`config.mk`:
```
export PLATFORM = sky130hd
export DESIGN_NAME = msq_sequencer
export DESIGN_NICKNAME = d
export VERILOG_FILES = /design/src/msq_pkg.sv /design/src/msq_sequencer.sv /design/src/msq_timer.sv
export SDC_FILE = /design/constraint.sdc
export NUM_CORES = 1
export LEC_CHECK = 0
export BUFFER_PORTS_ARGS = -buffer_cell sky130_fd_sc_hd__buf_2
export CORE_MARGIN = 3
export CORE_UTILIZATION = 30
export DETAILED_ROUTE_END_ITERATION = 8
export GPL_TIMING_DRIVEN = 0
export PLACE_DENSITY = 0.43
export SYNTH_ARGS = -nofsm -noshare
export SYNTH_HDL_FRONTEND = slang
export SYNTH_SLANG_ARGS = --single-unit
export TNS_END_PERCENT = 100
```
`constraint.sdc`:
```
create_clock -name mclk -period 3 [get_ports mclk]
set_clock_uncertainty 0.1 [all_clocks]
set_input_delay 0.15 -clock mclk [delete_from_list [all_inputs] [get_ports mclk]]
set_output_delay 0.15 -clock mclk [all_outputs]
set_load 0.02 [all_outputs]
```
`src/msq_pkg.sv`:
```
// Behaviour
// (RULE1) after reset the serial slave answers as I2C during the command window
// (RULE2) command window lasts 3 ms with quick boot set, else 10 ms
// (RULE3) enter-command inside the window enters command state, which never exits by itself
// (RULE4) window expiry or leave-command starts programmed mode and one full cycle
// (RULE5) first result written when capacitance correction ends; then mode scheduling
// (RULE6) cycle order: wake-up, temperature conversion and calc, capacitance conversion and calc
// (RULE7) resolution code 00/01/10/11 gives 0.30/1.15/4.50/18.0 ms conversion
// (RULE8) capacitance and temperature use separate resolution fields
// (RULE9) update mode skips temperature on most cycles: wake-up plus capacitance only
// (RULE10) one bit selects update mode (periodic) or sleep mode (on request)
// (RULE11) update interval code 00/01/10/11 gives 0/5/25/125 ms power-down
// (RULE12) cycle end refreshes output register, density and alarm outputs, then power-down
// (RULE13) power-down expiry starts next cycle; code 00 measures back to back
// (RULE14) update mode: one temperature per six capacitance measurements, same lengthened cycle
// (RULE15) capacitance period is conversion plus 0.1 ms wake plus 0.3 ms calc plus interval
// (RULE16) temperature adds its conversion plus 0.25 ms calc to its cycle
// (RULE17) durations are typical; partner must allow up to 1.1 times typical
// (RULE18) sleep mode measures only on the master's measurement request
// (RULE19) update mode serves every output option
// (RULE20) all timing comes from one free-running time base started at reset release; the timer here restarts on each phase load and stops at expiry
// (RULE21) status reads 00 fresh, 01 already read, 10 in command state
// (RULE22) temperature counter cleared after temperature cycle, advanced after capacitance-only
package msq_pkg;

   localparam int CLK_NS  = 10;
   localparam int TICK_NS = 10000;
   localparam int TICK_CYC = TICK_NS / CLK_NS;

   localparam int WIN_FAST_US = 3000;
   localparam int WIN_SLOW_US = 10000;
   localparam int WAKE_US     = 100;
   localparam int TCALC_US    = 250;
   localparam int CCALC_US    = 300;
   localparam int CONV0_US    = 300;
   localparam int CONV1_US    = 1150;
   localparam int CONV2_US    = 4500;
   localparam int CONV3_US    = 18000;
   localparam int PD1_US      = 5000;
   localparam int PD2_US      = 25000;
   localparam int PD3_US      = 125000;
   localparam int TEMP_EVERY  = 6;

   localparam logic [15:0] WIN_FAST_TK = 16'(WIN_FAST_US * 1000 / TICK_NS);
   localparam logic [15:0] WIN_SLOW_TK = 16'(WIN_SLOW_US * 1000 / TICK_NS);
   localparam logic [15:0] WAKE_TK     = 16'(WAKE_US * 1000 / TICK_NS);
   localparam logic [15:0] TCALC_TK    = 16'(TCALC_US * 1000 / TICK_NS);
   localparam logic [15:0] CCALC_TK    = 16'(CCALC_US * 1000 / TICK_NS);
   localparam logic [15:0] CONV0_TK    = 16'(CONV0_US * 1000 / TICK_NS);
   localparam logic [15:0] CONV1_TK    = 16'(CONV1_US * 1000 / TICK_NS);
   localparam logic [15:0] CONV2_TK    = 16'(CONV2_US * 1000 / TICK_NS);
   localparam logic [15:0] CONV3_TK    = 16'(CONV3_US * 1000 / TICK_NS);
   localparam logic [15:0] PD1_TK      = 16'(PD1_US * 1000 / TICK_NS);
   localparam logic [15:0] PD2_TK      = 16'(PD2_US * 1000 / TICK_NS);
   localparam logic [15:0] PD3_TK      = 16'(PD3_US * 1000 / TICK_NS);
   localparam logic [2:0]  TEMP_LAST   = 3'(TEMP_EVERY - 1);

   localparam logic [1:0] ST_FRESH = 2'h0;
   localparam logic [1:0] ST_STALE = 2'h1;
   localparam logic [1:0] ST_CMD   = 2'h2;
   localparam logic [1:0] ST_RESET = ST_STALE;

   typedef enum logic [3:0] {
      S_BOOT, S_WINDOW, S_CMD, S_WAKE, S_TCONV, S_TCALC,
      S_CCONV, S_CCALC, S_REFRESH, S_PDOWN, S_SLEEP
   } msq_state_t;

   function automatic logic [15:0] conv_ticks(input logic [1:0] res);
      case (res)
         2'h0:    conv_ticks = CONV0_TK;
         2'h1:    conv_ticks = CONV1_TK;
         2'h2:    conv_ticks = CONV2_TK;
         default: conv_ticks = CONV3_TK;
      endcase
   endfunction

   function automatic logic [15:0] pdown_ticks(input logic [1:0] rate);
      case (rate)
         2'h1:    pdown_ticks = PD1_TK;
         2'h2:    pdown_ticks = PD2_TK;
         2'h3:    pdown_ticks = PD3_TK;
         default: pdown_ticks = 16'h0001;
      endcase
   endfunction

endpackage

```
`src/msq_sequencer.sv`:
```
`timescale 1ns/1ns
module msq_sequencer
   import msq_pkg::*;
#(
   parameter logic [15:0] TICK_LEN = 16'(TICK_CYC)
) (
   input  wire logic       mclk,
   input  wire logic       rst_n,
   input  wire logic       quick_boot,
   input  wire logic       update_mode,
   input  wire logic [1:0] update_rate,
   input  wire logic [1:0] cap_res,
   input  wire logic [1:0] temp_res,
   input  wire logic       enter_command_cmd,
   input  wire logic       leave_command_cmd,
   input  wire logic       measure_request_cmd,
   input  wire logic       data_fetched,
   output logic            i2c_forced,
   output logic            cmd_state,
   output logic            wake_phase,
   output logic            temp_conv,
   output logic            temp_calc,
   output logic            cap_conv,
   output logic            cap_calc,
   output logic            result_load,
   output logic            powered_down,
   output logic [1:0]      status_bits
);

   msq_state_t  state_r, state_nxt;
   logic        temp_due_r, temp_due_nxt;
   logic [2:0]  tcnt_r, tcnt_nxt;
   logic [1:0]  status_r, status_nxt;
   logic        tmr_load;
   logic [15:0] tmr_ticks;
   logic        tmr_exp;
   logic        i2c_r, cmd_r, wake_r, tconv_r, tcalc_r, cconv_r, ccalc_r;
   logic        load_r, pd_r;
   logic [31:0] dwell_r, dwell_nxt;
   logic [15:0] ticks_r, ticks_nxt;

   // one shared time base for window, phases and power-down
   msq_timer #(
      .TICK_LEN (TICK_LEN)
   ) u_timer (
      .mclk       (mclk),
      .rst_n      (rst_n),
      .load       (tmr_load),
      .load_ticks (tmr_ticks),
      .expired    (tmr_exp)
   ); // see (RULE20)

   always_comb begin
      state_nxt    = state_r;
      temp_due_nxt = temp_due_r;
      tcnt_nxt     = tcnt_r;
      case (state_r)
         S_BOOT:   state_nxt = S_WINDOW;
         S_WINDOW: begin
            if (enter_command_cmd) begin
               state_nxt = S_CMD; // see (RULE3)
            end else if (tmr_exp) begin
               state_nxt    = S_WAKE; // see (RULE4)
               temp_due_nxt = 1'b1;
            end
         end
         S_CMD: begin
            if (leave_command_cmd) begin
               state_nxt    = S_WAKE; // see (RULE4)
               temp_due_nxt = 1'b1;
               tcnt_nxt     = 3'h0;
            end
         end
         S_WAKE: begin
            if (tmr_exp) begin
               // see (RULE6) (RULE9)
               state_nxt = temp_due_r ? S_TCONV : S_CCONV;
            end
         end
         S_TCONV:  if (tmr_exp) state_nxt = S_TCALC;
         S_TCALC:  if (tmr_exp) state_nxt = S_CCONV;
         S_CCONV:  if (tmr_exp) state_nxt = S_CCALC;
         S_CCALC:  if (tmr_exp) state_nxt = S_REFRESH; // see (RULE5)
         S_REFRESH: begin
            // see (RULE22)
            tcnt_nxt = temp_due_r ? 3'h0 : tcnt_r + 3'h1;
            if (update_mode) begin
               temp_due_nxt = (tcnt_nxt == TEMP_LAST); // see (RULE14)
               // see (RULE10) (RULE13)
               state_nxt = (update_rate == 2'h0) ? S_WAKE : S_PDOWN;
            end else begin
               temp_due_nxt = 1'b1;
               state_nxt    = S_SLEEP;
            end
         end
         S_PDOWN:  if (tmr_exp) state_nxt = S_WAKE; // see (RULE13)
         S_SLEEP: begin
            if (measure_request_cmd) begin
               state_nxt = S_WAKE; // see (RULE18)
            end
         end
         default:  state_nxt = S_BOOT;
      endcase
   end

   // duration of the phase being entered
   always_comb begin
      tmr_load  = (state_nxt != state_r);
      tmr_ticks = 16'h0001;
      case (state_nxt)
         S_WINDOW: tmr_ticks = quick_boot ? WIN_FAST_TK : WIN_SLOW_TK; // see (RULE2)
         S_WAKE:   tmr_ticks = WAKE_TK; // see (RULE15)
         S_TCONV:  tmr_ticks = conv_ticks(temp_res); // see (RULE7) (RULE8) (RULE16)
         S_TCALC:  tmr_ticks = TCALC_TK; // see (RULE16)
         S_CCONV:  tmr_ticks = conv_ticks(cap_res); // see (RULE7) (RULE8)
         S_CCALC:  tmr_ticks = CCALC_TK; // see (RULE15)
         S_PDOWN:  tmr_ticks = pdown_ticks(update_rate); // see (RULE11)
         default:  tmr_load  = 1'b0;
      endcase
   end

   // fresh result beats a fetch that lands in the same cycle
   always_comb begin
      status_nxt = status_r;
      if (state_nxt == S_CMD) begin
         status_nxt = ST_CMD; // see (RULE21)
      end else if (state_nxt == S_REFRESH) begin
         status_nxt = ST_FRESH; // see (RULE21)
      end else if (data_fetched && status_r == ST_FRESH) begin
         status_nxt = ST_STALE; // see (RULE21)
      end else if (status_r == ST_CMD && state_nxt != S_CMD) begin
         status_nxt = ST_STALE;
      end
   end

   // assertion helper: cycles spent in the present state, ticks loaded on entry
   always_comb begin
      dwell_nxt = dwell_r + 32'h00000001;
      ticks_nxt = ticks_r;
      if (state_nxt != state_r) begin
         dwell_nxt = 32'h00000000;
      end
      if (tmr_load) begin
         ticks_nxt = tmr_ticks;
      end
   end

   always_ff @(posedge mclk) begin
      if (!rst_n) begin
         dwell_r <= 32'h00000000;
         ticks_r <= 16'h0000;
      end else begin
         dwell_r <= dwell_nxt;
         ticks_r <= ticks_nxt;
      end
   end

   always_ff @(posedge mclk) begin
      if (!rst_n) begin
         state_r    <= S_BOOT;
         temp_due_r <= 1'b1;
         tcnt_r     <= 3'h0;
         status_r   <= ST_RESET;
         i2c_r      <= 1'b1;
         cmd_r      <= 1'b0;
         wake_r     <= 1'b0;
         tconv_r    <= 1'b0;
         tcalc_r    <= 1'b0;
         cconv_r    <= 1'b0;
         ccalc_r    <= 1'b0;
         load_r     <= 1'b0;
         pd_r       <= 1'b0;
      end else begin
         state_r    <= state_nxt;
         temp_due_r <= temp_due_nxt;
         tcnt_r     <= tcnt_nxt;
         status_r   <= status_nxt;
         // see (RULE1)
         i2c_r      <= (state_nxt == S_BOOT) || (state_nxt == S_WINDOW) ||
                       (state_nxt == S_CMD);
         cmd_r      <= (state_nxt == S_CMD);
         wake_r     <= (state_nxt == S_WAKE);
         tconv_r    <= (state_nxt == S_TCONV);
         tcalc_r    <= (state_nxt == S_TCALC);
         cconv_r    <= (state_nxt == S_CCONV);
         ccalc_r    <= (state_nxt == S_CCALC);
         // see (RULE12) (RULE19)
         load_r     <= (state_nxt == S_REFRESH);
         pd_r       <= (state_nxt == S_PDOWN) || (state_nxt == S_SLEEP);
      end
   end

   assign i2c_forced   = i2c_r;
   assign cmd_state    = cmd_r;
   assign wake_phase   = wake_r;
   assign temp_conv    = tconv_r;
   assign temp_calc    = tcalc_r;
   assign cap_conv     = cconv_r;
   assign cap_calc     = ccalc_r;
   assign result_load  = load_r;
   assign powered_down = pd_r;
   assign status_bits  = status_r;

   i2c_in_window_a: assert property (@(posedge mclk) disable iff (!rst_n) // see (RULE1)
      state_r == S_WINDOW |-> i2c_forced)
      else $error("slave not forced to i2c in window");

   window_len_a: assert property (@(posedge mclk) disable iff (!rst_n) // see (RULE2)
      (state_r == S_WINDOW && !enter_command_cmd && !tmr_exp) |=> state_r == S_WINDOW)
      else $error("command window closed too early");

   boot_window_a: assert property (@(posedge mclk) disable iff (!rst_n) // see (RULE2)
      (state_r == S_BOOT) |=> state_r == S_WINDOW && i2c_forced)
      else $error("window not opened after reset");

   cmd_entry_a: assert property (@(posedge mclk) disable iff (!rst_n) // see (RULE3)
      (state_r == S_WINDOW && enter_command_cmd) |=> cmd_state ##1 cmd_state)
      else $error("enter command not honoured");

   cmd_hold_a: assert property (@(posedge mclk) disable iff (!rst_n) // see (RULE3)
      (state_r == S_CMD && !leave_command_cmd) |=> state_r == S_CMD)
      else $error("command state left by itself");

   leave_cycle_a: assert property (@(posedge mclk) disable iff (!rst_n) // see (RULE4)
      (state_r == S_CMD && leave_command_cmd) |=> wake_phase && temp_due_r)
      else $error("leave command did not start full cycle");

   cap_order_a: assert property (@(posedge mclk) disable iff (!rst_n) // see (RULE6)
      $rose(cap_conv) |-> $past(state_r, 2) == S_TCALC || $past(state_r, 2) == S_WAKE)
      else $error("capacitance conversion out of order");

   result_after_a: assert property (@(posedge mclk) disable iff (!rst_n) // see (RULE5)
      $rose(result_load) |-> $past(cap_calc) ##1 !result_load)
      else $error("result load not after capacitance calc");

   status_fresh_a: assert property (@(posedge mclk) disable iff (!rst_n) // see (RULE21)
      result_load |-> status_bits == ST_FRESH)
      else $error("status not fresh after refresh");

   status_cmd_a: assert property (@(posedge mclk) disable iff (!rst_n) // see (RULE21)
      cmd_state |-> status_bits == ST_CMD)
      else $error("status not command in command state");

   temp_count_a: assert property (@(posedge mclk) disable iff (!rst_n) // see (RULE22)
      tcnt_r <= TEMP_LAST)
      else $error("temperature counter overran");

   back_to_back_a: assert property (@(posedge mclk) disable iff (!rst_n) // see (RULE13)
      (result_load && update_mode && update_rate == 2'h0) |=> wake_phase && !powered_down)
      else $error("zero interval did not restart at once");

   pdown_entry_a: assert property (@(posedge mclk) disable iff (!rst_n) // see (RULE12)
      $rose(powered_down) |-> $past(result_load))
      else $error("power-down entered without refresh");

   sleep_idle_a: assert property (@(posedge mclk) disable iff (!rst_n) // see (RULE18)
      (state_r == S_SLEEP && !measure_request_cmd) |=> state_r == S_SLEEP)
      else $error("sleep mode measured without request");

   phase_time_a: assert property (@(posedge mclk) disable iff (!rst_n) // see (RULE15) (RULE20)
      (tmr_exp && state_r != S_CMD) |-> dwell_r == 32'(ticks_r) * 32'(TICK_LEN))
      else $error("phase length differs from loaded ticks");

   phase_onehot_a: assert property (@(posedge mclk) disable iff (!rst_n) // see (RULE6)
      $onehot0({wake_phase, temp_conv, temp_calc, cap_conv, cap_calc,
                result_load, powered_down}))
      else $error("more than one phase output active");

   temp_first_a: assert property (@(posedge mclk) disable iff (!rst_n) // see (RULE6)
      (state_r == S_WAKE && tmr_exp && temp_due_r) |=> temp_conv)
      else $error("temperature not first after wake-up");

   temp_skip_a: assert property (@(posedge mclk) disable iff (!rst_n) // see (RULE9)
      (state_r == S_WAKE && tmr_exp && !temp_due_r) |=> cap_conv)
      else $error("temperature not skipped");

   temp_then_cap_a: assert property (@(posedge mclk) disable iff (!rst_n) // see (RULE14)
      (state_r == S_TCALC && tmr_exp) |=> cap_conv)
      else $error("capacitance not directly after temperature");

   cmd_i2c_a: assert property (@(posedge mclk) disable iff (!rst_n) // see (RULE1)
      cmd_state |-> i2c_forced)
      else $error("slave not forced to i2c in command state");

   leave_mode_a: assert property (@(posedge mclk) disable iff (!rst_n) // see (RULE4)
      $fell(i2c_forced) |-> wake_phase)
      else $error("programmed mode without measurement cycle");

   sleep_wake_a: assert property (@(posedge mclk) disable iff (!rst_n) // see (RULE18)
      (state_r == S_SLEEP && measure_request_cmd) |=> wake_phase && !powered_down)
      else $error("measurement request not honoured");

   rate_pdown_a: assert property (@(posedge mclk) disable iff (!rst_n) // see (RULE11)
      (result_load && update_mode && update_rate != 2'h0) |=> powered_down && state_r == S_PDOWN)
      else $error("update interval without power-down");

   sleep_entry_a: assert property (@(posedge mclk) disable iff (!rst_n) // see (RULE10)
      (result_load && !update_mode) |=> powered_down && state_r == S_SLEEP)
      else $error("sleep mode did not wait for request");

   status_leave_a: assert property (@(posedge mclk) disable iff (!rst_n) // see (RULE21)
      $fell(cmd_state) |-> status_bits == ST_STALE)
      else $error("status not stale after command state");

   refresh_once_a: assert property (@(posedge mclk) disable iff (!rst_n) // see (RULE12)
      result_load |=> !result_load)
      else $error("result load longer than one cycle");

endmodule // msq_sequencer

```
`src/msq_timer.sv`:
```
`timescale 1ns/1ns
module msq_timer
   import msq_pkg::*;
#(
   parameter logic [15:0] TICK_LEN = 16'(TICK_CYC)
) (
   input  wire logic        mclk,
   input  wire logic        rst_n,
   input  wire logic        load,
   input  wire logic [15:0] load_ticks,
   output logic             expired
);

   logic [15:0] div_r, div_nxt;
   logic [15:0] cnt_r, cnt_nxt;
   logic        run_r, run_nxt;
   logic        exp_r, exp_nxt;

   // time base: tick enable every TICK_LEN cycles, counts down in ticks
   // typical counts only, the 1.1 spread is left to the host's margin
   always_comb begin // see (RULE17)
      div_nxt = div_r;
      cnt_nxt = cnt_r;
      run_nxt = run_r;
      exp_nxt = 1'b0;
      if (load) begin
         cnt_nxt = load_ticks;
         div_nxt = 16'h0000;
         run_nxt = 1'b1;
      end else if (run_r) begin
         if (div_r == TICK_LEN - 16'h0001) begin
            div_nxt = 16'h0000;
            if (cnt_r <= 16'h0001) begin
               cnt_nxt = 16'h0000;
               run_nxt = 1'b0;
               exp_nxt = 1'b1;
            end else begin
               cnt_nxt = cnt_r - 16'h0001;
            end
         end else begin
            div_nxt = div_r + 16'h0001;
         end
      end
   end

   always_ff @(posedge mclk) begin
      if (!rst_n) begin
         div_r <= 16'h0000;
         cnt_r <= 16'h0000;
         run_r <= 1'b0;
         exp_r <= 1'b0;
      end else begin
         div_r <= div_nxt;
         cnt_r <= cnt_nxt;
         run_r <= run_nxt;
         exp_r <= exp_nxt;
      end
   end

   assign expired = exp_r;

endmodule // msq_timer

```
==> impl_metrics.ini, run 1 <==
[clock_tree]
postCtsHoldBufs = 0
htreeDepth = 2
cts_tree = built
ctsRootBufferMaster = clkbuf_8
cts.sinks = 53
clk_latency_ps = 320
cts_buffers = 5
clk_path_buf_depth = 2
cts_setup_buffers = 0
cts-resized-gates = 0
path_clk_slew_ps = 110

[place]
io_buffers = 24
pre_cts_slack_ps = 357
hpwl_um = 6670
gp_congestion = 0.831

[min_path]
hp-class = in2reg

[synthesis]
synth_async_sr_flop_share_pct = 0
yosysWarnings = 0
ys_ff_latch = 53
synth_ff_type = dfxtp_1
synth_seq_area_share_pct = 31.9
syn-instance-count = 414
syn_avg_cell_area_um2 = 8.04
syn_area_um2 = 3330
netlist.area_leader.share_pct = 31.9
synth_cell_types = 63
synth_edf_count = 0
yosysTopAreaCell = dfxtp_1
synth_area_leaders = dfxtp_1, ha_1, nor2_1, a21oi_1, nor3_1
synthesis.nets = 448

[routing]
wirelength_um = 8840
wire_per_inst_um = 15.2
routed.top_layer = met4
wl_met3_um = 416
first_iter_violations = 173
ant_nets = 0
vias = 3127
dr.pass1.iters = 5
drc = 0
wl_met2_um = 3920
vias_per_cell = 5.37
wl_met1_um = 4210

[pwr]
cellLeakagePower_nw = 1.46
ir_worst_vdd_mv = 0.177
power_density_nw_per_um2 = 489
power_frac_seq_pct = 43.5
pwr-share-comb_pct = 27.9
pwr-share-clk_pct = 28.6
p_switching_uw = 633
switching_share_pct = 34.6
intPower_mw = 1.19

[global_routing]
grtUsageTotal_pct = 14.4
antenna_found_initial = 0
grt-ovfl-total = 0
grt_pass1_wl_um = 15000
grt_max_degree = 19
grt_pass1_vias = 3011

[layout]
diodes = 0
final_cell_mix = nor2_1, dfxtp_1, buf_2, nand2_1
multi_input_area_um2 = 2070
fill_cells = 1134
mostFrequentLayoutCell = nor2_1
nets = 479
layout.area.seq_um2 = 1060
area_growth_pct = 12.3
post_route_cells_drive_above_1_share_pct = 14.6

[timing]
fmax_mhz = 376
totalNegativeSetupSlack_ps = 0
setup_violations = 0
rsz0062_at_grt = no
final-max-slew-violation-count = 0
worstMarginPinSlew_ps = 781
period_share_pct = 88.6
setup_ws_ps = 343
period_needed_ps = 2660
final_hold_viol_count = 0
slew_headroom_pct = 47.4

[setup_path]
cp-start-kind = register
end_kind = register
crit_path_top_delay_cell = dfxtp_1
worstPathCellList = clkbuf_1 > a211o_1 > a31oi_1 > a22oi_1 > mux2_2 > a22o_1 > a221oi_1 > nor3_1
path_class = reg2reg
cp.required_ps = 3100
worstSetupEndpoint = u_timer.cnt_r[6]$_SDFFE_PN0P_
r2r-end = u_timer.cnt_r[6]$_SDFFE_PN0P_
ff2ff_setup_slack_ps = 340
crit_start = state_r[0]$_SDFF_PN0_
critPathArrivalTime_ps = 2760
max_stage_delay_ps = 470
r2r-start = state_r[0]$_SDFF_PN0_
worst_r2r_path_depth = 8
cp_max_fo = 10

[floorplan]
num_rows = 37
start_util_pct = 31.5
die-width_um = 111
die_h_um = 111
dieArea_um2 = 12400
io_pins = 25
core_um2 = 10600

[run]
max_cap_violations = 0

[status]
status = finished clean
[stage by stage]
step	util [%]	area (um^2)	instances	hold WS [ps]	total power, mW
after floorplan	-	3330	414	188	1.17
after global placement	34.3	3620	574	345	1.32
after detailed placement	34.3	3620	574	346	1.32
after CTS	35.4	3740	582	5.65	1.85
after global routing	35.4	3740	582	29.1	1.95
final	35.4	3740	582	20.1	1.83
[routing by layer]
metal / global-route usage (%) / vias to the layer above
li1: - / 1564
met5: 0 / -
met4: 5.60 / 0
met3: 2.17 / 18
met1: 19.5 / 1460
met2: 23.2 / 85
[final cells by class]
cell class	count	share of cell area [%]
multi-input combinational	320	55.4
sequential	53	28.4
tap	136	4.55
buffer	24	3.58
timing repair buffer	24	3.21
clock buffer	5	1.84
inverter	17	1.71
clock inverter	3	1.34
[logic make-up after synthesis]
| group | after synthesis | synth area share [%] |
|---|---|---|
| AND/OR/NAND/NOR | 184 | 28.9 |
| buffers and inverters | 41 | 5.94 |
| XOR/XNOR | 16 | 4.21 |
| adder cells (fa/ha/maj) | 20 | 7.52 |
| flip-flops | 53 | 31.9 |
| multiplexers | 5 | 1.65 |
| AO/OA/AOI/OAI | 95 | 19.9 |
[state kept, by name, indices dropped and copies added, names as in the netlist, 2 cells and up]
name and count:
u_timer.cnt_r 16, u_timer.div_r 16, state_r 4, tcnt_r 3, status_bits 2
[cells in the mapped netlist (6+ instances only)]
library cell  instances
xor2_1                9
ha_1                 20
clkbuf_1              6
o21ai_0              23
a21oi_1              23
and2_1                7
dfxtp_1              53
nor4_1                6
nand3b_1              6
nand2b_1              7
and3_1                6
nand3_1              18
nand2_1              25
nor2_1               54
xnor2_1               7
nor3_1               23
a221oi_1             10
buf_2                14
inv_1                17
[worst max-delay path: cells and delay by family (launching register included)]
family	cells	cell delay (ps)
flip-flops	1	470
buffers and inverters	1	380
multiplexers	1	400
AND/OR/NAND/NOR	1	90
AO/OA/AOI/OAI	5	1080
[power by group through the flow]
| stage | Combinational (mW) | Sequential, mW | Clock (mW) |
|---|---|---|---|
| 2_1_floorplan | 0.363 | 0.807 | 0 |
| 5_1_grt | 0.571 | 0.803 | 0.575 |
| 3_5_place_dp | 0.506 | 0.810 | 0 |
| 3_3_place_gp | 0.508 | 0.811 | 0 |
| 6_report | 0.509 | 0.795 | 0.523 |
| 4_1_cts | 0.508 | 0.794 | 0.553 |
[worst min-delay path by stage]
stage,from,endpoint,slack (ps),cells past startpoint
final,rst_n,state_r[3]$_SDFF_PN0_,20,3
after global routing,rst_n,state_r[3]$_SDFF_PN0_,30,3
after CTS,rst_n,state_r[3]$_SDFF_PN0_,6,3
after detailed placement,rst_n,state_r[3]$_SDFF_PN0_,350,3
after global placement,data_fetched,status_bits[0]$_SDFFE_PN1P_,340,3
after floorplan,rst_n,state_r[3]$_SDFF_PN0_,190,2
No activity file was read; power rests on OpenSTA's default activity.
==> run 2: changes to the inputs <==
PLACE_DENSITY = 0.55   (was 0.43)
==> run 2 against run 1 <==
  * Non-clock buffer count rose by 1
  * Critical path type unchanged
  * Via count down 0.58%
  * Clock-buffer cell count grew 2
  * Maximum frequency rose by 1.4%
  * Combinational power fell by 1%
  * Design area rose by 0.20%
  * Sequential share of layout area is 0.057 points lower
  * Flip-flop and latch count did not move
==> impl_metrics.ini, run 2 (same netlist as run 1, synthesis figures left out) <==
[layout]
mostFrequentLayoutCell = nor2_1
final_cell_mix = nor2_1, dfxtp_1, buf_2, nand2_1
layout.area.seq_um2 = 1060
fill_cells = 1104
nets = 480
multi_input_area_um2 = 2070
area_growth_pct = 12.5
top_regs = u_timer.cnt_r x16, u_timer.div_r x16, state_r x4
final_util_pct = 35.5
diodes = 0
post_route_cells_drive_above_1_share_pct = 14.3

[place]
io_buffers = 24
gp_congestion = 0.859
hpwl_um = 6350

[clock_tree]
htreeDepth = 2
cts_buffers = 5
cts.sinks = 53
path_clk_slew_ps = 100
ctsRootBufferMaster = clkbuf_8
clk_latency_ps = 310
clk_path_buf_depth = 2
cts_tree = built
cts-resized-gates = 0

[global_routing]
grt_pass1_vias = 2903
grt_pass1_wl_um = 14300
antenna_found_initial = 0
grt-ovfl-total = 0
grt_max_degree = 16
grtUsageTotal_pct = 13.8

[setup_path]
end_kind = register
cp.required_ps = 3080
worstPathCellList = clkbuf_1 > a211o_1 > a31oi_1 > a22oi_1 > mux2_2 > a22o_1 > a221oi_1 > nor3_1
cp-start-kind = register
ff2ff_setup_slack_ps = 380
max_stage_delay_ps = 460
r2r-end = u_timer.cnt_r[7]$_SDFFE_PN0P_
r2r-start = state_r[0]$_SDFF_PN0_
worstSetupEndpoint = u_timer.cnt_r[7]$_SDFFE_PN0P_
critPathArrivalTime_ps = 2700
path_class = reg2reg
crit_start = state_r[0]$_SDFF_PN0_
worst_r2r_path_depth = 8
crit_path_top_delay_cell = dfxtp_1
cp_max_fo = 10

[timing]
final_hold_viol_count = 0
period_share_pct = 87.4
fmax_mhz = 382
final-max-slew-violation-count = 0
setup_violations = 0
rsz0062_at_grt = no
totalNegativeSetupSlack_ps = 0
worstMarginPinSlew_ps = 733
period_needed_ps = 2620
slew_headroom_pct = 50.7

[routing]
dr.pass1.iters = 5
vias = 3109
wire_per_inst_um = 14.8
wirelength_um = 8640
ant_nets = 0
first_iter_violations = 322
vias_per_cell = 5.33
drc = 0

[floorplan]
io_pins = 25
start_util_pct = 31.5
core_um2 = 10600
die_h_um = 111
die-width_um = 111
num_rows = 37
dieArea_um2 = 12400

[pwr]
cellLeakagePower_nw = 1.46
ir_worst_vdd_mv = 0.253
power_density_nw_per_um2 = 484

[min_path]
hp-class = in2reg

[run]
max_cap_violations = 0

[status]
status = finished clean
run 2: how the worst min path moves through the flow:
stage / startpoint / end / slack [ps] / cells past startpoint
CTS: update_mode / temp_due_r$_SDFFE_PN1P_ / 40 / 3
detailed placement: rst_n / state_r[3]$_SDFF_PN0_ / 320 / 3
floorplan: rst_n / state_r[3]$_SDFF_PN0_ / 190 / 2
finish: data_fetched / status_bits[0]$_SDFFE_PN1P_ / 50 / 3
global route: update_mode / temp_due_r$_SDFFE_PN1P_ / 70 / 3
global placement: rst_n / state_r[3]$_SDFF_PN0_ / 320 / 3
run 2: critical path, delay by kind of cell (launching register included):
| family | cells | cell delay (ps) |
|---|---|---|
| mux | 1 | 400 |
| simple gates | 1 | 80 |
| buf+inv | 1 | 390 |
| compound gates | 5 | 1040 |
| flops | 1 | 460 |
run 2: area by class of cell:
cell class,count,area share [%]
well taps,136,4.54
plain buffers,24,3.57
inverters,17,1.70
clock buffers,7,2.30
clock inverters,1,0.802
repair buffers,25,3.47
flip-flops and latches,53,28.3
multi-input cells,320,55.3
run 2: what timing repair did:
action                     in CTS  in global routing
setup endpoints to repair       0                  0
setup buffers                   0                  0
hold endpoints to repair        1                  0
hold buffers                    1                  0
run 2: per-stage QoR:
step / instance area (um^2) / cells / power (mW) / setup WS, ps / hold slack [ps]
floorplan: 3330 / 414 / 1.17 / 781 / 188
global placement: 3620 / 574 / 1.30 / 419 / 323
detailed placement: 3620 / 574 / 1.31 / 432 / 316
CTS: 3750 / 583 / 1.82 / 401 / 39.3
global route: 3750 / 583 / 1.92 / 155 / 74.6
finish: 3750 / 583 / 1.81 / 379 / 49.6
run 2: per-layer routing:
metal,track usage [%],part of all wire [%],up-vias
met1,19.6,50,1458
met4,4.87,1.5,0
met2,20.5,44,80
li1,-,-,1558
met3,2.93,4.3,13
met5,0,0,-
run 2: where the power goes:
part | switching [mW] | internal, mW | total, mW
sequential | 0.0464 | 0.748 | 0.795
clock | 0.242 | 0.273 | 0.515
combinational | 0.314 | 0.190 | 0.504
